--- config.mk ---
export PLATFORM = sky130hd
export DESIGN_NAME = qdl_controller_flat
export DESIGN_NICKNAME = d
export VERILOG_FILES = /design/src/inc/qdl_pkg.sv /design/src/inc/qdl_link_if.sv /design/src/rtl/qdl_controller.sv /design/src/flat_wrapper.sv
export VERILOG_INCLUDE_DIRS = /design/src /design/src/inc
export SDC_FILE = /design/constraint.sdc
export NUM_CORES = 1
export LEC_CHECK = 0
export ABC_AREA = 1
export BUFFER_PORTS_ARGS = -buffer_cell sky130_fd_sc_hd__buf_4
export CELL_PAD_IN_SITES_DETAIL_PLACEMENT = 1
export CELL_PAD_IN_SITES_GLOBAL_PLACEMENT = 2
export CORE_MARGIN = 10
export CORE_UTILIZATION = 32
export CTS_CLUSTER_DIAMETER = 30
export DETAILED_ROUTE_END_ITERATION = 16
export GPL_TIMING_DRIVEN = 0
export MAX_ROUTING_LAYER = met4
export PLACE_DENSITY = 0.9
export SYNTH_ARGS = -nofsm -noshare
export SYNTH_HDL_FRONTEND = slang
export SYNTH_SLANG_ARGS = --single-unit
--- constraint.sdc ---
create_clock -name core_clk -period 4 [get_ports core_clk]
set_clock_uncertainty 0.05 [all_clocks]
set_input_delay 0.6 -clock core_clk [delete_from_list [all_inputs] [get_ports core_clk]]
set_output_delay 0.6 -clock core_clk [all_outputs]
set_load 0.02 [all_outputs]
--- src/inc/qdl_consts.svh ---
// Offsets, field positions, reset values and timing counts of the quad loader
`ifndef QDL_CONSTS_SVH
`define QDL_CONSTS_SVH

`define QDL_WORD_BITS      16
`define QDL_CODE_BITS      12
`define QDL_CODE_MSB       11
`define QDL_SPEED_BIT      12
`define QDL_SLEEP_BIT      13
`define QDL_SEL_LO_BIT     14
`define QDL_SEL_HI_BIT     15
`define QDL_LAST_BIT_IDX   4'hf
`define QDL_CHANNELS       4

`define QDL_CLK_NS         20
`define QDL_SCLK_HALF_NS   80
`define QDL_SCLK_HALF_CYC  (((`QDL_SCLK_HALF_NS) + (`QDL_CLK_NS) - 1) / (`QDL_CLK_NS))
`define QDL_LATCH_UPDATE_N_NS        100
`define QDL_LATCH_UPDATE_N_CYC       (((`QDL_LATCH_UPDATE_N_NS) + (`QDL_CLK_NS) - 1) / (`QDL_CLK_NS))

`define QDL_OFS_CTRL       4'h0
`define QDL_OFS_DATA       4'h4
`define QDL_OFS_LATCH      4'h8
`define QDL_OFS_STATUS     4'hc
`define QDL_CTRL_SEL_EN    0
`define QDL_CTRL_HW_PD     1
`define QDL_STAT_BUSY      0
`define QDL_STAT_LATCH     1
`define QDL_CTRL_RESET     2'h0
`define QDL_RESP_OKAY      2'h0
`define QDL_RESP_SLVERR    2'h2

`endif

--- src/inc/qdl_pkg.sv ---
// Types shared by both ends of the quad loader link
`default_nettype none
package qdl_pkg;
  typedef logic [11:0] qdl_code_type;
  typedef logic [15:0] qdl_word_type;

  typedef enum logic [2:0] {
    QDL_D_IDLE  = 3'b001,
    QDL_D_SHIFT = 3'b010,
    QDL_D_WAIT  = 3'b100
  } qdl_dev_state_type;

  typedef enum logic [5:0] {
    QDL_C_IDLE  = 6'b000001,
    QDL_C_SEL   = 6'b000010,
    QDL_C_HIGH  = 6'b000100,
    QDL_C_LOW   = 6'b001000,
    QDL_C_TAIL  = 6'b010000,
    QDL_C_DONE  = 6'b100000
  } qdl_ctl_state_type;
endpackage : qdl_pkg
`default_nettype wire

--- src/inc/qdl_link_if.sv ---
// Serial link between the controller and the quad converter loader
`default_nettype none
interface qdl_link_if;
  logic sclk;
  logic sdata;
  logic frame_sync;
  logic device_select_n;
  logic latch_update_n;
  logic hw_powerdown_n;

  modport ctl (
    output sclk,
    output sdata,
    output frame_sync,
    output device_select_n,
    output latch_update_n,
    output hw_powerdown_n
  );

  modport dev (
    input sclk,
    input sdata,
    input frame_sync,
    input device_select_n,
    input latch_update_n,
    input hw_powerdown_n
  );
endinterface : qdl_link_if
`default_nettype wire

--- src/rtl/qdl_controller.sv ---
// Controller end: AXI4-Lite register slave driving the serial link
//
// Implementation choices: the register addresses and the AXI4-Lite interface to the registers.
`include "qdl_consts.svh"
`default_nettype none
module qdl_controller
  import qdl_pkg::*;
(
  // Clock and reset
  input  wire logic        core_clk,
  input  wire logic        rst_n,
  // AXI4-Lite write
  input  wire logic [3:0]  s_axi_awaddr,
  input  wire logic        s_axi_awvalid,
  output logic             s_axi_awready,
  input  wire logic [31:0] s_axi_wdata,
  input  wire logic [3:0]  s_axi_wstrb,
  input  wire logic        s_axi_wvalid,
  output logic             s_axi_wready,
  output logic [1:0]       s_axi_bresp,
  output logic             s_axi_bvalid,
  input  wire logic        s_axi_bready,
  // AXI4-Lite read
  input  wire logic [3:0]  s_axi_araddr,
  input  wire logic        s_axi_arvalid,
  output logic             s_axi_arready,
  output logic [31:0]      s_axi_rdata,
  output logic [1:0]       s_axi_rresp,
  output logic             s_axi_rvalid,
  input  wire logic        s_axi_rready,
  // Serial link
  qdl_link_if.ctl          link
);

  localparam logic [3:0] HALF = 4'(`QDL_SCLK_HALF_CYC);
  localparam logic [3:0] LATCH_UPDATE_N = 4'(`QDL_LATCH_UPDATE_N_CYC);

  logic [3:0]        aw_addr_r;
  logic              aw_got_r;
  logic [31:0]       w_data_r;
  logic [3:0]        w_strb_r;
  logic              w_got_r;
  logic              wr_go;
  logic [1:0]        ctrl_r;
  qdl_word_type      word_r;
  qdl_word_type      tx_sh_r;
  logic              start_r;
  logic              latch_update_n_go_r;
  logic [3:0]        latch_update_n_cnt_r;
  qdl_ctl_state_type state_r;
  logic [3:0]        tmr_r;
  logic [3:0]        bit_r;
  logic [31:0]       rd_val;
  logic              rd_ok;

  assign wr_go = aw_got_r & w_got_r & ~s_axi_bvalid;

  // Address and data taken in either order
  always_ff @(posedge core_clk)
  begin
    if (!rst_n)
    begin
      s_axi_awready <= 1'b0;
      aw_got_r      <= 1'b0;
      aw_addr_r     <= 4'h0;
    end
    else if (s_axi_awvalid && s_axi_awready)
    begin
      s_axi_awready <= 1'b0;
      aw_got_r      <= 1'b1;
      aw_addr_r     <= s_axi_awaddr;
    end
    else
    begin
      if (wr_go)
      begin
        aw_got_r <= 1'b0;
      end
      s_axi_awready <= ~aw_got_r & ~s_axi_bvalid;
    end
  end

  always_ff @(posedge core_clk)
  begin
    if (!rst_n)
    begin
      s_axi_wready <= 1'b0;
      w_got_r      <= 1'b0;
      w_data_r     <= 32'h0;
      w_strb_r     <= 4'h0;
    end
    else if (s_axi_wvalid && s_axi_wready)
    begin
      s_axi_wready <= 1'b0;
      w_got_r      <= 1'b1;
      w_data_r     <= s_axi_wdata;
      w_strb_r     <= s_axi_wstrb;
    end
    else
    begin
      if (wr_go)
      begin
        w_got_r <= 1'b0;
      end
      s_axi_wready <= ~w_got_r & ~s_axi_bvalid;
    end
  end

  // Register writes and response
  always_ff @(posedge core_clk)
  begin
    if (!rst_n)
    begin
      s_axi_bvalid <= 1'b0;
      s_axi_bresp  <= `QDL_RESP_OKAY;
      ctrl_r       <= `QDL_CTRL_RESET;
      word_r       <= 16'h0000;
      start_r      <= 1'b0;
      latch_update_n_go_r    <= 1'b0;
    end
    else
    begin
      start_r   <= 1'b0;
      latch_update_n_go_r <= 1'b0;
      if (s_axi_bvalid && s_axi_bready)
      begin
        s_axi_bvalid <= 1'b0;
      end
      if (wr_go)
      begin
        s_axi_bvalid <= 1'b1;
        s_axi_bresp  <= `QDL_RESP_OKAY;
        unique case (aw_addr_r)
          `QDL_OFS_CTRL:
          begin
            if (w_strb_r[0])
            begin
              ctrl_r <= w_data_r[1:0];
            end
          end
          `QDL_OFS_DATA:
          begin
            if (w_strb_r[1:0] == 2'h3 && state_r == QDL_C_IDLE)
            begin
              word_r  <= w_data_r[15:0];
              start_r <= 1'b1;
            end
          end
          `QDL_OFS_LATCH:
          begin
            latch_update_n_go_r <= w_strb_r[0] & w_data_r[0];
          end
          `QDL_OFS_STATUS:
          begin
            s_axi_bresp <= `QDL_RESP_OKAY;
          end
          default:
          begin
            s_axi_bresp <= `QDL_RESP_SLVERR;
          end
        endcase
      end
    end
  end

  // Read decode
  always_comb
  begin
    rd_val = 32'h0;
    rd_ok  = 1'b1;
    unique case (s_axi_araddr)
      `QDL_OFS_CTRL:   rd_val = {30'h0, ctrl_r};
      `QDL_OFS_DATA:   rd_val = {16'h0, word_r};
      `QDL_OFS_LATCH:  rd_val = 32'h0;
      `QDL_OFS_STATUS: rd_val = {30'h0, ~link.latch_update_n, state_r != QDL_C_IDLE};
      default:         rd_ok  = 1'b0;
    endcase
  end

  always_ff @(posedge core_clk)
  begin
    if (!rst_n)
    begin
      s_axi_arready <= 1'b0;
      s_axi_rvalid  <= 1'b0;
      s_axi_rdata   <= 32'h0;
      s_axi_rresp   <= `QDL_RESP_OKAY;
    end
    else if (s_axi_arvalid && s_axi_arready)
    begin
      s_axi_arready <= 1'b0;
      s_axi_rvalid  <= 1'b1;
      s_axi_rdata   <= rd_val;
      s_axi_rresp   <= rd_ok ? `QDL_RESP_OKAY : `QDL_RESP_SLVERR;
    end
    else
    begin
      if (s_axi_rvalid && s_axi_rready)
      begin
        s_axi_rvalid <= 1'b0;
      end
      s_axi_arready <= ~s_axi_rvalid;
    end
  end

  // Latch update pulse on request
  always_ff @(posedge core_clk)
  begin
    if (!rst_n)
    begin
      latch_update_n_cnt_r          <= 4'h0;
      link.latch_update_n <= 1'b1;
    end
    else if (latch_update_n_go_r)
    begin
      latch_update_n_cnt_r          <= LATCH_UPDATE_N;
      link.latch_update_n <= 1'b0;
    end
    else if (latch_update_n_cnt_r != 4'h0)
    begin
      latch_update_n_cnt_r          <= latch_update_n_cnt_r - 4'h1;
      link.latch_update_n <= (latch_update_n_cnt_r == 4'h1);
    end
  end

  always_ff @(posedge core_clk)
  begin
    if (!rst_n)
    begin
      link.hw_powerdown_n <= 1'b1;
    end
    else
    begin
      link.hw_powerdown_n <= ~ctrl_r[`QDL_CTRL_HW_PD];
    end
  end

  // Frame sequencer, one whole 16-bit word per frame
  always_ff @(posedge core_clk)
  begin
    if (!rst_n)
    begin
      state_r              <= QDL_C_IDLE;
      tmr_r                <= 4'h0;
      bit_r                <= 4'h0;
      tx_sh_r              <= 16'h0000;
      link.sclk            <= 1'b0;
      link.sdata           <= 1'b0;
      link.frame_sync      <= 1'b1;
      link.device_select_n <= 1'b1;
    end
    else if (state_r == QDL_C_IDLE)
    begin
      link.device_select_n <= ctrl_r[`QDL_CTRL_SEL_EN];
      if (start_r)
      begin
        link.device_select_n <= 1'b0;
        tx_sh_r              <= word_r;
        tmr_r                <= HALF;
        state_r              <= QDL_C_SEL;
      end
    end
    else if (tmr_r != 4'h1)
    begin
      tmr_r <= tmr_r - 4'h1;
    end
    else
    begin
      tmr_r <= HALF;
      unique case (state_r)
        QDL_C_SEL:
        begin
          link.frame_sync <= 1'b0;
          link.sdata      <= tx_sh_r[15];
          link.sclk       <= 1'b1;
          bit_r           <= 4'h0;
          state_r         <= QDL_C_HIGH;
        end
        QDL_C_HIGH:
        begin
          link.sclk <= 1'b0;
          state_r   <= QDL_C_LOW;
        end
        QDL_C_LOW:
        begin
          link.sclk <= 1'b1;
          if (bit_r == `QDL_LAST_BIT_IDX)
          begin
            state_r <= QDL_C_TAIL;
          end
          else
          begin
            bit_r      <= bit_r + 4'h1;
            tx_sh_r    <= {tx_sh_r[14:0], 1'b0};
            link.sdata <= tx_sh_r[14];
            state_r    <= QDL_C_HIGH;
          end
        end
        QDL_C_TAIL:
        begin
          link.sclk       <= 1'b0;
          link.frame_sync <= 1'b1;
          state_r         <= QDL_C_DONE;
        end
        QDL_C_DONE:
        begin
          link.device_select_n <= ctrl_r[`QDL_CTRL_SEL_EN];
          state_r              <= QDL_C_IDLE;
        end
        default:
        begin
          state_r <= QDL_C_IDLE;
        end
      endcase
    end
  end

endmodule : qdl_controller
`default_nettype wire

--- src/flat_wrapper.sv ---
// flat-port wrapper written by rule: the top's interface ports become plain ports
module qdl_controller_flat import qdl_pkg::*;
  (core_clk, rst_n, s_axi_awaddr, s_axi_awvalid, s_axi_awready, s_axi_wdata, s_axi_wstrb, s_axi_wvalid, s_axi_wready, s_axi_bresp, s_axi_bvalid, s_axi_bready, s_axi_araddr, s_axi_arvalid, s_axi_arready, s_axi_rdata, s_axi_rresp, s_axi_rvalid, s_axi_rready, link_sclk, link_sdata, link_frame_sync, link_device_select_n, link_latch_update_n, link_hw_powerdown_n);
  qdl_link_if link_i ();
  input  wire logic core_clk;
  input  wire logic rst_n;
  input  wire logic [3:0] s_axi_awaddr;
  input  wire logic s_axi_awvalid;
  output logic s_axi_awready;
  input  wire logic [31:0] s_axi_wdata;
  input  wire logic [3:0] s_axi_wstrb;
  input  wire logic s_axi_wvalid;
  output logic s_axi_wready;
  output logic [1:0] s_axi_bresp;
  output logic s_axi_bvalid;
  input  wire logic s_axi_bready;
  input  wire logic [3:0] s_axi_araddr;
  input  wire logic s_axi_arvalid;
  output logic s_axi_arready;
  output logic [31:0] s_axi_rdata;
  output logic [1:0] s_axi_rresp;
  output logic s_axi_rvalid;
  input  wire logic s_axi_rready;
  output wire logic [$bits(link_i.sclk)-1:0] link_sclk;
  output wire logic [$bits(link_i.sdata)-1:0] link_sdata;
  output wire logic [$bits(link_i.frame_sync)-1:0] link_frame_sync;
  output wire logic [$bits(link_i.device_select_n)-1:0] link_device_select_n;
  output wire logic [$bits(link_i.latch_update_n)-1:0] link_latch_update_n;
  output wire logic [$bits(link_i.hw_powerdown_n)-1:0] link_hw_powerdown_n;
  assign link_sclk = link_i.sclk;
  assign link_sdata = link_i.sdata;
  assign link_frame_sync = link_i.frame_sync;
  assign link_device_select_n = link_i.device_select_n;
  assign link_latch_update_n = link_i.latch_update_n;
  assign link_hw_powerdown_n = link_i.hw_powerdown_n;
  qdl_controller u_core (.core_clk(core_clk), .rst_n(rst_n), .s_axi_awaddr(s_axi_awaddr), .s_axi_awvalid(s_axi_awvalid), .s_axi_awready(s_axi_awready), .s_axi_wdata(s_axi_wdata), .s_axi_wstrb(s_axi_wstrb), .s_axi_wvalid(s_axi_wvalid), .s_axi_wready(s_axi_wready), .s_axi_bresp(s_axi_bresp), .s_axi_bvalid(s_axi_bvalid), .s_axi_bready(s_axi_bready), .s_axi_araddr(s_axi_araddr), .s_axi_arvalid(s_axi_arvalid), .s_axi_arready(s_axi_arready), .s_axi_rdata(s_axi_rdata), .s_axi_rresp(s_axi_rresp), .s_axi_rvalid(s_axi_rvalid), .s_axi_rready(s_axi_rready), .link(link_i));
endmodule
Word-level counts from Yosys, hierarchy flattened
Index checks and enable logic that the tools add are counted.
- add/subtract/negate cells: 3
- equal/unequal tests: 21
- multiplexer cells: 39
- bitwise operators: 14
- reduce and logical (&&, ||, !) cells: 37
- operators by type and width (operator ; number):
    2-to-1 mux 16 bit ; 5
    case mux 16 bit (3 select lines) ; 1
    case mux 6 bit (4 select lines) ; 1
    == test 4 bit (second input constant) ; 5
    nonzero test 2 bit ; 10
    2-to-1 mux 6 bit ; 3
    AND reduction 3 bit ; 6
    2-to-1 mux 1 bit ; 16
    2-to-1 mux 4 bit ; 4
    OR reduction 2 bit ; 6
    inverter 1 bit ; 9
    == test 4 x 3 -> 1 bit (second input constant) ; 2
    zero test 4 bit ; 2
    case mux 4 bit (2 select lines) ; 1
    AND reduction 4 bit ; 2
    OR reduction 4 bit ; 2
    subtractor 4 x 1 -> 4 bit (second input constant) ; 2
    == test 6 x 1 -> 1 bit (second input constant) ; 1
    == test 6 x 2 -> 1 bit (second input constant) ; 1
    == test 6 x 3 -> 1 bit (second input constant) ; 1
    == test 6 x 4 -> 1 bit (second input constant) ; 1
    == test 6 x 5 -> 1 bit (second input constant) ; 1
    == test 6 bit (second input constant) ; 1
    logical AND 1 bit ; 6
    14 further kinds ; 25
- flip-flop bits (word level): 125
- output and inout port bits: 47
- word-level logic and storage cells: 143

Longest topological paths before layout
Gate-level depths: netlist of run 1.
- depth after elaboration: 5
- gate-level depth with buffers: 11

Worst setup path after synthesis of run 1
Ideal clock, no wire load.
- path kind: input port to flip-flop
- start point: input port s_axi_araddr[1]
- end point: register u_core.s_axi_rdata[10]
- library setup time: 0.074 ns
- arrival: 1.429 ns
- required time: 3.876 ns
- path slack: 2.447 ns
- stages on the path: 6
- cell sequence: nor2_2 inv_1 nor3_4 nand3_1 clkbuf_1 o21ai_0
- longest elaborated chain between the ends: 2
- elaborated cells between the ends (all ways): 4
- RTL lines (element ; line ; RTL):
    start: declaration ; flat_wrapper.sv:17 ; input wire logic [3:0] s_axi_araddr;
    == test 4 bit (tied with other cells) ; qdl_controller.sv:171 ; unique case (s_axi_araddr)
    case mux 16 bit (3 select lines) * ; qdl_controller.sv:171 ;
    end signal: assignment ; qdl_controller.sv:193 ; s_axi_rdata <= rd_val;
    end: declaration ; qdl_controller.sv:27 ; output logic [31:0] s_axi_rdata,
Every way passes the cells marked *; elsewhere a longest branch is shown, timed or not.
A chain may end at the register's enable or synchronous reset.

Worst setup path in the final report of run 1
- start point: register u_core.tmr_r[0]
- end point: register u_core.tx_sh_r[10]
- longest elaborated chain between the ends: 3
- RTL lines (element ; line ; RTL):
    start: declaration ; qdl_controller.sv:51 ; logic [3:0] tmr_r;
    start signal: assignment ; qdl_controller.sv:265 ; tmr_r <= tmr_r - 4'h1;
    != test 4 x 1 -> 1 bit ; qdl_controller.sv:263 ; else if (tmr_r != 4'h1)
    != test 2 x 1 -> 1 bit (no source line) ; n/a ;
    AND reduction 4 bit (no source line) ; n/a ;
    end signal: assignment ; qdl_controller.sv:258 ; tx_sh_r <= word_r;
    end signal: assignment ; qdl_controller.sv:294 ; tx_sh_r <= {tx_sh_r[14:0], 1'b0};
    end: declaration ; qdl_controller.sv:46 ; qdl_word_type tx_sh_r;
No other way between the ends.

==> results.yml, run 1 <==
run_status:
  status: "finished, final reports clean"
route:
  post_drt_wl_per_cell_um: 14.5
  via_per_inst: 4.63
  drt-initial-drc-count: 167
  vias: 4194
  drtPass1Iterations: 4
  routed_wl_um: 13200
  antenna_left: 0
  drc: 0
clocking:
  post_cts_resized: 0
  hold_buffers: 0
  cts.htree.levels: 3
  cts.path.max_buffers: 2
  cts_tree: "done"
  cts_setup_buffers: 0
  clkTransAtPathRegs_ps: 70
  clkLatencyLatePin_ps: 350
  clock-sinks: 107
  root_buffer: "clkbuf_16"
  cts-buffers-inserted: 9
sta:
  final_max_slew_viol_count: 0
  final-hold-violation-count: 0
  finalCritPeriodShare_pct: 44.6
  finalWorstSetupSlack_ps: 2220
  setup_viol: 0
  period_minus_slack_ps: 1780
  slew_headroom_pct: 52.4
  tightest_slew_ps: 714
  max_freq_ghz: 0.561
  rsz0062_at_grt: "no"
  fin_tns_setup_ps: 0
power_and_ir_drop:
  p_leak_uw: 0.00257
  powerDensity_nw_per_um2: 419
  ir_worst_vdd_mv: 0.244
yosys:
  synth_compound_area_share_pct: 13.4
  ys_types: 32
  synth-xor-area-share_pct: 0.945
  synthArstFlopShare_pct: 0
  synth_ff_type: "dfxtp_1"
  synth_adder_area_share_pct: 1.62
  synth-simple-area-share_pct: 26.4
  synth_top_family_by_area: "simple AND/OR/NAND/NOR gates"
  ys.warnings.count: 0
  syn-mean-instance-area_um2: 7.31
  synth_area_um2: 4630
  synthMuxAreaShare_pct: 0
  ys_seq_elements: 107
  seq_area_frac_synth_pct: 46.2
  synth_enable_flop_cells: 0
  syn-instance-count: 634
placement:
  port_buffers: 60
  dp_slack_ps: 1930
  gp_congestion: 0.870
  dp_hpwl_um: 10400
grt:
  grt_overflow: 0
  grt_pass1_vias: 4447
  grt_antenna_before_repair: 0
  grt_pass1_wl_um: 22000
  grt_usage_pct: 13.9
  grt_max_degree: 17
critical_path:
  cp_slowest_cell: "dfxtp_1"
  path_class: "reg -> reg"
  start_kind: "flop"
  arrival_ps: 2020
  cp_slowest_stage_delay_ps: 390
  cpMostUsedCell: "nand2_1"
  required_ps: 4230
  cp_max_fo: 10
  path_cells: "ha_1 > nand2_1 > nor2_2 > nand2_2 > nand2_2 > nand2_4 > buf_6 > nand2_1 > nand2_1 > nor2_1"
  worstSetupEndpointType: "flop"
die:
  coreArea_um2: 14000
  start_util_pct: 33.0
  die_area_um2: 19700
  die_y_um: 140
  boundaryPins: 98
  die_w_um: 140
  rows: 43
cells_and_area:
  nNetsFinal: 779
  fillers: 1785
  diodes: 0
  fin_util_pct: 40.5
  seqCellArea_um2: 2140
  layout-drive-gt1-share_pct: 16.9
  multi_input_area_um2: 2030
  syn2layout_area_growth_pct: 22.6
hold_path:
  hold_class: "reg -> reg"
flow_run:
  maxCapViolations: 0
==> sequential cells by signal, indices dropped and copies added (netlist names), 2 cells and up <==
| register | cells |
|---|---|
| u_core.w_strb_r | 2 |
| u_core.word_r | 16 |
| u_core.tx_sh_r | 16 |
| u_core.s_axi_rdata | 16 |
| u_core.tmr_r | 4 |
| u_core.bit_r | 4 |
| u_core.w_data_r | 16 |
| u_core.aw_addr_r | 4 |
| u_core.state_r | 6 |
| u_core.ctrl_r | 2 |
| u_core.latch_update_n_cnt_r | 4 |
==> routing by layer <==
metal,track usage (%),up-vias,wire (µm)
met5,-,-,0
met4,3.86,0,156
met3,3.31,11,429
met2,23.3,65,6540
met1,16.2,1968,6050
li1,-,2150,-
==> cells in the mapped netlist (2+ instances only) <==
cell	number	share of area, %
ha_1	6	1.6
nand2_2	2	0.27
nand4_1	8	1.1
buf_4	19	3.1
o21ai_0	63	6.8
a211oi_1	2	0.32
xnor2_1	2	0.38
buf_6	4	0.97
dfxtp_1	107	46
nor2_2	5	0.68
nor2_1	104	8.4
clkbuf_1	12	0.97
inv_1	66	5.3
nand3_1	28	3.0
or2_2	4	0.54
nand2_1	119	9.6
nand2_4	2	0.49
a21oi_1	45	4.9
buf_2	7	0.76
nor2_4	3	0.73
xor2_1	3	0.57
o21ai_1	8	0.86
nor3_1	6	0.65
==> worst paths after layout <==
path / start / endpoint / slack [ps] / cells after the start
max reg2reg: u_core.tmr_r[0] / u_core.tx_sh_r[10] / 2220 / 10
min: u_core.ctrl_r[1] / u_core.link.hw_powerdown_n / 400 / 1
min reg2reg: u_core.ctrl_r[1] / u_core.link.hw_powerdown_n / 400 / 1
max: u_core.tmr_r[0] / u_core.tx_sh_r[10] / 2220 / 10
==> metrics by stage <==
stage / std cells / hold WS, ps / power (µW) / area (µm²)
6_report: 906 / 397 / 2380 / 5680
5_1_grt: 906 / 415 / 2490 / 5680
4_1_cts: 906 / 401 / 2410 / 5680
3_5_place_dp: 891 / 383 / 1460 / 5370
3_3_place_gp: 891 / 375 / 1440 / 5370
2_1_floorplan: 651 / 321 / 1360 / 4700
==> worst max-delay path, delay by kind of cell (launching register included) <==
| family | cells | cell delay, ps |
|---|---|---|
| buffers and inverters | 1 | 140 |
| adders and majority gates | 1 | 200 |
| DFF | 1 | 390 |
| and+or+nand+nor | 8 | 930 |
==> cell families after synthesis <==
group	Yosys count
adders and majority gates	6
and+or+nand+nor	284
buffers and inverters	110
xor gates and xnor gates	5
other	1
AOI/OAI and AO/OA	121
DFF	107
==> report_power, final <==
part,total [µW],internal [µW],switching [µW]
logic,285,112,173
registers,1150,1110,36.0
clock network,946,547,398
total,2380,1770,607
==> cell type report <==
type,instances,share of cell area [%]
plain buffers,43,4.78
clock buffers,11,4.10
clock inverters,4,1.34
inverters,67,4.43
multi-input cells,434,35.7
flip-flops and latches,107,37.7
well taps,180,3.96
repair buffers,60,7.93
==> cells in the final DEF (no fill, tap or decap), types with 9 or more instances in the layout <==
cell type and n:
conb_1 18, dfxtp_1 107, a21oi_1 45, nor2_1 104, clkbuf_1 14, o21ai_0 63, buf_4 79, inv_1 66
nand3_1 28, clkbuf_16 9, nand2_1 119
Power figures use the tool's default switching activity.
==> inputs of run 2 (changes only) <==
--- a/config.mk
+++ b/config.mk
@@ -11,12 +11,12 @@
 export CELL_PAD_IN_SITES_DETAIL_PLACEMENT = 1
 export CELL_PAD_IN_SITES_GLOBAL_PLACEMENT = 2
 export CORE_MARGIN = 10
-export CORE_UTILIZATION = 32
+export CORE_UTILIZATION = 27
 export CTS_CLUSTER_DIAMETER = 30
 export DETAILED_ROUTE_END_ITERATION = 16
 export GPL_TIMING_DRIVEN = 0
 export MAX_ROUTING_LAYER = met4
-export PLACE_DENSITY = 0.9
+export PLACE_DENSITY = 0.82
 export SYNTH_ARGS = -nofsm -noshare
 export SYNTH_HDL_FRONTEND = slang
 export SYNTH_SLANG_ARGS = --single-unit
==> constraint.sdc (replaced) <==
create_clock -name core_clk -period 1.5 [get_ports core_clk]
set_clock_uncertainty 0.05 [all_clocks]
set_input_delay 0.225 -clock core_clk [delete_from_list [all_inputs] [get_ports core_clk]]
set_output_delay 0.225 -clock core_clk [all_outputs]
set_load 0.02 [all_outputs]
==> results.yml, run 2 (synthesis gave the netlist of run 1 again) <==
grt:
  grt_max_degree: 20
  grt_overflow: 0
  grt_antenna_before_repair: 0
  grt_pass1_vias: 4506
  grt_pass1_wl_um: 22500
  grt_usage_pct: 12.7
clocking:
  root_buffer: "clkbuf_16"
  cts.htree.levels: 3
  hold_buffers: 0
  clkTransAtPathRegs_ps: 80
  clock-sinks: 107
  cts.path.max_buffers: 2
  clkLatencyLatePin_ps: 360
  cts-buffers-inserted: 9
  cts_tree: "done"
cells_and_area:
  layout-drive-gt1-share_pct: 24.5
  nNetsFinal: 790
  final_cell_mix: "nand2_1 (105), nor2_1 (101), dfxtp_1 (99)"
  syn2layout_area_growth_pct: 30.9
  diodes: 0
  fin_area_um2: 6060
  final_common_cell: "nand2_1"
  final_cells: 958
critical_path:
  cp_slowest_stage_delay_ps: 360
  start_kind: "flop"
  cp_slowest_cell: "dfxtp_4"
  cpMostUsedCell: "nor2_1"
  cp_top_family: "simple AND/OR/NAND/NOR gates"
  path_class: "reg -> reg"
  worstSetupEndpointType: "flop"
  cp_num_cells: 8
  path_cells: "nor2_4 > buf_4 > nand3_2 > nand2_2 > nand2_8 > clkbuf_16 > nor2_1 > nor2_1"
  reg2regPathDepth: 8
  required_ps: 1700
  arrival_ps: 1740
  path_buf_inv: 2
  cp_max_fo: 6
sta:
  final_max_slew_viol_count: 0
  max_freq_ghz: 0.648
  finalWorstSetupSlack_ps: -43.9
  tightest_slew_ps: 698
  slew_headroom_pct: 53.5
  final-hold-violation-count: 0
  whs_ps: 68.4
  setup_viol: 23
  period_minus_slack_ps: 1540
  rsz0062_at_grt: "yes"
  finalCritPeriodShare_pct: 103
die:
  die_area_um2: 22800
  coreArea_um2: 16700
  boundaryPins: 98
  die_w_um: 151
  die_y_um: 151
  start_util_pct: 27.7
  rows: 47
power_and_ir_drop:
  powerDensity_nw_per_um2: 1040
  p_leak_uw: 0.00271
  ir_worst_vdd_mv: 0.577
hold_path:
  hold_class: "in -> reg"
  worstHoldPathCells: 3
route:
  via_per_inst: 4.40
  drc: 0
  drtPass1Iterations: 4
  drt-initial-drc-count: 117
  routed_wl_um: 13900
  post_drt_wl_per_cell_um: 14.6
  antenna_left: 0
  vias: 4213
placement:
  placed_cells: 931
  port_buffers: 60
  dp_hpwl_um: 10700
  gp_congestion: 0.819
  post_dp_cell_area_um2: 5420
flow_run:
  maxCapViolations: 0
run_status:
  status: "finished, violations left"
  violations: "negative setup slack"
[run 2: cell types whose count changed in the layout (fill, tap and decap cells not counted), sizes merged]
cell / delta
inv: +3
clkinv: +2
buf: +9
bufinv: -1
clkinvlp: -1
[run 2: worst paths after layout]
kind / slack (ps) / from / to
worst min-delay path: 70 / s_axi_wdata[4] / u_core.w_data_r[4]
worst max register to register: -40 / u_core.state_r[5] / u_core.tx_sh_r[15]
worst min register to register: 390 / u_core.ctrl_r[1] / u_core.link.hw_powerdown_n
worst max-delay path: -40 / u_core.state_r[5] / u_core.tx_sh_r[15]
[run 2: layout make-up]
type	instances	area [µm²]
clock buffers	9	225
inverters	67	251
multi-input cells	434	2200
fillers	2113	10600
clock inverters	7	81.3
well taps	220	275
flip-flops and latches	107	2150
plain buffers	42	299
repair buffers	72	576
[run 2: power by group]
part | switching (µW) | internal (µW)
combinational | 452 | 304
clock | 1150 | 1320
sequential | 94.0 | 2960
[run 2: worst min-delay path, cell delays in order]
cell     delay [ps]
buf_4            70
o21ai_0          70
nor2_1           70
[run 2: per-layer routing]
layer / GRT usage, % / wire [µm] / part of all wire (%) / vias to the layer above
li1: - / - / - / 2180
met1: 14.6 / 6270 / 45 / 1971
met2: 22.0 / 7230 / 52 / 52
met3: 2.30 / 282 / 2.0 / 10
met4: 3.90 / 173 / 1.2 / 0
met5: - / 0 / 0 / -
[run 2: repair_timing]
action                                  CTS  global route
endpoints found under the setup margin   59            67
pin swaps                                 9            13
gates resized for setup                  27            43
buffers inserted                          5             5
cloned                                    0             2
[run 2: through the flow]
stage / TNS, ps / utilization (%) / setup slack, ps / power [µW]
floorplan: 0 / - / 32.8 / 3610
global placement: -7400 / 32.5 / -261 / 3830
detailed placement: -10110 / 32.5 / -327 / 3880
CTS: -123 / 35.0 / -23.7 / 6370
global route: -4170 / 36.3 / -159 / 6620
finish: -440 / 36.3 / -43.9 / 6280
==> inputs of run 3 (changes only) <==
--- a/config.mk
+++ b/config.mk
@@ -16,7 +16,7 @@
 export DETAILED_ROUTE_END_ITERATION = 16
 export GPL_TIMING_DRIVEN = 0
 export MAX_ROUTING_LAYER = met4
-export PLACE_DENSITY = 0.82
+export PLACE_DENSITY = 0.72
 export SYNTH_ARGS = -nofsm -noshare
 export SYNTH_HDL_FRONTEND = slang
 export SYNTH_SLANG_ARGS = --single-unit
==> results.yml, run 3 (synthesis gave the netlist of run 1 again) <==
run_status:
  status: "finished, violations left"
  violations: "negative setup slack"
sta:
  max_freq_ghz: 0.641
  final-hold-violation-count: 0
  finalWorstSetupSlack_ps: -59.4
  rsz0062_at_grt: "yes"
  setup_viol: 27
  tightest_slew_ps: 775
  slew_headroom_pct: 48.4
  period_minus_slack_ps: 1560
  final_max_slew_viol_count: 0
  finalCritPeriodShare_pct: 104
route:
  via_per_inst: 4.47
  drc: 0
  post_drt_wl_per_cell_um: 14.7
  routed_wl_um: 14200
  antenna_left: 0
  drt-initial-drc-count: 125
  drtPass1Iterations: 4
  vias: 4326
grt:
  grt_pass1_wl_um: 22500
  grt_overflow: 0
  grt_antenna_before_repair: 0
  grt_max_degree: 18
  grt_usage_pct: 12.7
  grt_pass1_vias: 4435
die:
  start_util_pct: 27.7
  coreArea_um2: 16700
  die_w_um: 151
  rows: 47
  die_y_um: 151
  boundaryPins: 98
  die_area_um2: 22800
clocking:
  root_buffer: "clkbuf_16"
  clkLatencyLatePin_ps: 350
  clock-sinks: 107
  cts_tree: "done"
  clkTransAtPathRegs_ps: 70
  cts.htree.levels: 3
  cts-buffers-inserted: 9
  hold_buffers: 0
  cts.path.max_buffers: 2
critical_path:
  cp_slowest_stage_delay_ps: 350
  cp_top_family: "simple AND/OR/NAND/NOR gates"
  cp_slowest_cell: "dfxtp_4"
  path_class: "reg -> reg"
  crit_start: "u_core.state_r[5]"
  worstSetupEndpointType: "flop"
  reg2reg_slack_ps: -60
  cp_max_fo: 6
  arrival_ps: 1760
  path_cells: "nor2_4 > nand3_4 > nor2_4 > nand2_4 > clkbuf_16 > o21ai_4 > nor2_1"
  path_buf_inv: 1
  required_ps: 1700
  start_kind: "flop"
  timing.rr.start: "u_core.state_r[5]"
  cpMostUsedCell: "nor2_4"
cells_and_area:
  syn2layout_area_growth_pct: 37.6
  fin_area_um2: 6370
  final_common_cell: "dfxtp_1"
  final_cell_mix: "dfxtp_1 (99), nand2_1 (95), nor2_1 (91)"
  layout-drive-gt1-share_pct: 28.9
  nNetsFinal: 800
  diodes: 0
power_and_ir_drop:
  powerDensity_nw_per_um2: 1000
  swShare_pct: 26.0
  p_leak_uw: 0.00279
  internal-power_uw: 4740
  power_uw: 6400
  share_comb_of_total_power_pct: 11.8
  power.clock.fraction_pct: 40.4
  power_switching_uw: 1670
  ir_worst_vdd_mv: 0.623
  pwr-share-seq_pct: 47.7
placement:
  gp_congestion: 0.777
  dp_hpwl_um: 10600
  post_dp_cell_area_um2: 5420
  port_buffers: 60
hold_path:
  hold_class: "in -> reg"
  hp-start: "s_axi_rready"
flow_run:
  maxCapViolations: 0
[run 3: changes by cell type in the layout (fill, tap and decap cells not counted), moves of 5 or more]
cell	change
buf_12	+5
buf_6	+6
nand2_1	-10
nand2_2	+6
nand2_4	+5
nor2_1	-10
nor2_2	+7
o21ai_0	-9
o21ai_1	+7
[run 3: stage by stage]
stage | hold WS, ps | std cells | setup WS (ps) | TNS (ps) | util, %
2_1_floorplan | 321 | 651 | 32.8 | 0 | -
4_1_cts | 61.3 | 956 | -45.7 | -294 | 35.9
3_3_place_gp | 375 | 931 | -326 | -7900 | 32.5
5_1_grt | 86.9 | 967 | -148 | -3790 | 38.2
3_5_place_dp | 360 | 931 | -343 | -9600 | 32.5
6_report | 68.9 | 967 | -59.4 | -427 | 38.2
[run 3: path summary, 6_finish.rpt]
kind,cells after the start,to
setup / recovery,7,u_core.word_r[11]
setup reg to reg,7,u_core.word_r[11]
hold reg to reg,1,u_core.link.hw_powerdown_n
hold / removal,4,u_core.s_axi_rvalid
[run 3: routing by layer]
layer  vias up  part of all wire (%)  global-route usage, %
met5         -                     0                      -
met4         0                   1.1                   3.18
met3        13                   2.1                   2.42
met2        50                    50                   21.7
met1      2054                    47                   15.1
li1       2209                     -                      -
[run 3: worst reg2reg max path: stages (launching register included)]
cell,delay [ps]
dfxtp_4,350
nor2_4,200
nand3_4,180
nor2_4,210
nand2_4,110
clkbuf_16,180
o21ai_4,130
nor2_1,50
[run 3: area by class of cell]
class | count | area, µm²
sequential | 107 | 2150
multi-input combinational | 435 | 2320
buffer | 42 | 327
fill | 2091 | 10300
tap | 220 | 275
inverter | 67 | 256
clock inverter | 5 | 86.3
clock buffer | 10 | 229
timing repair buffer | 81 | 724
[run 3: timing repair]
| item | CTS | global route |
|---|---|---|
| pin swaps | 12 | 30 |
| resized for setup | 46 | 83 |
| gates cloned | 1 | 4 |
| setup buffers | 9 | 8 |
| endpoints found under the setup margin | 57 | 69 |
[run 3: power groups by stage]
stage	Clock, µW	Sequential [µW]	Combinational, µW
6_report	2590	3060	759
5_1_grt	2770	3080	865
4_1_cts	2660	3060	763
3_5_place_dp	0	3120	749
3_3_place_gp	0	3120	723
2_1_floorplan	0	3130	482
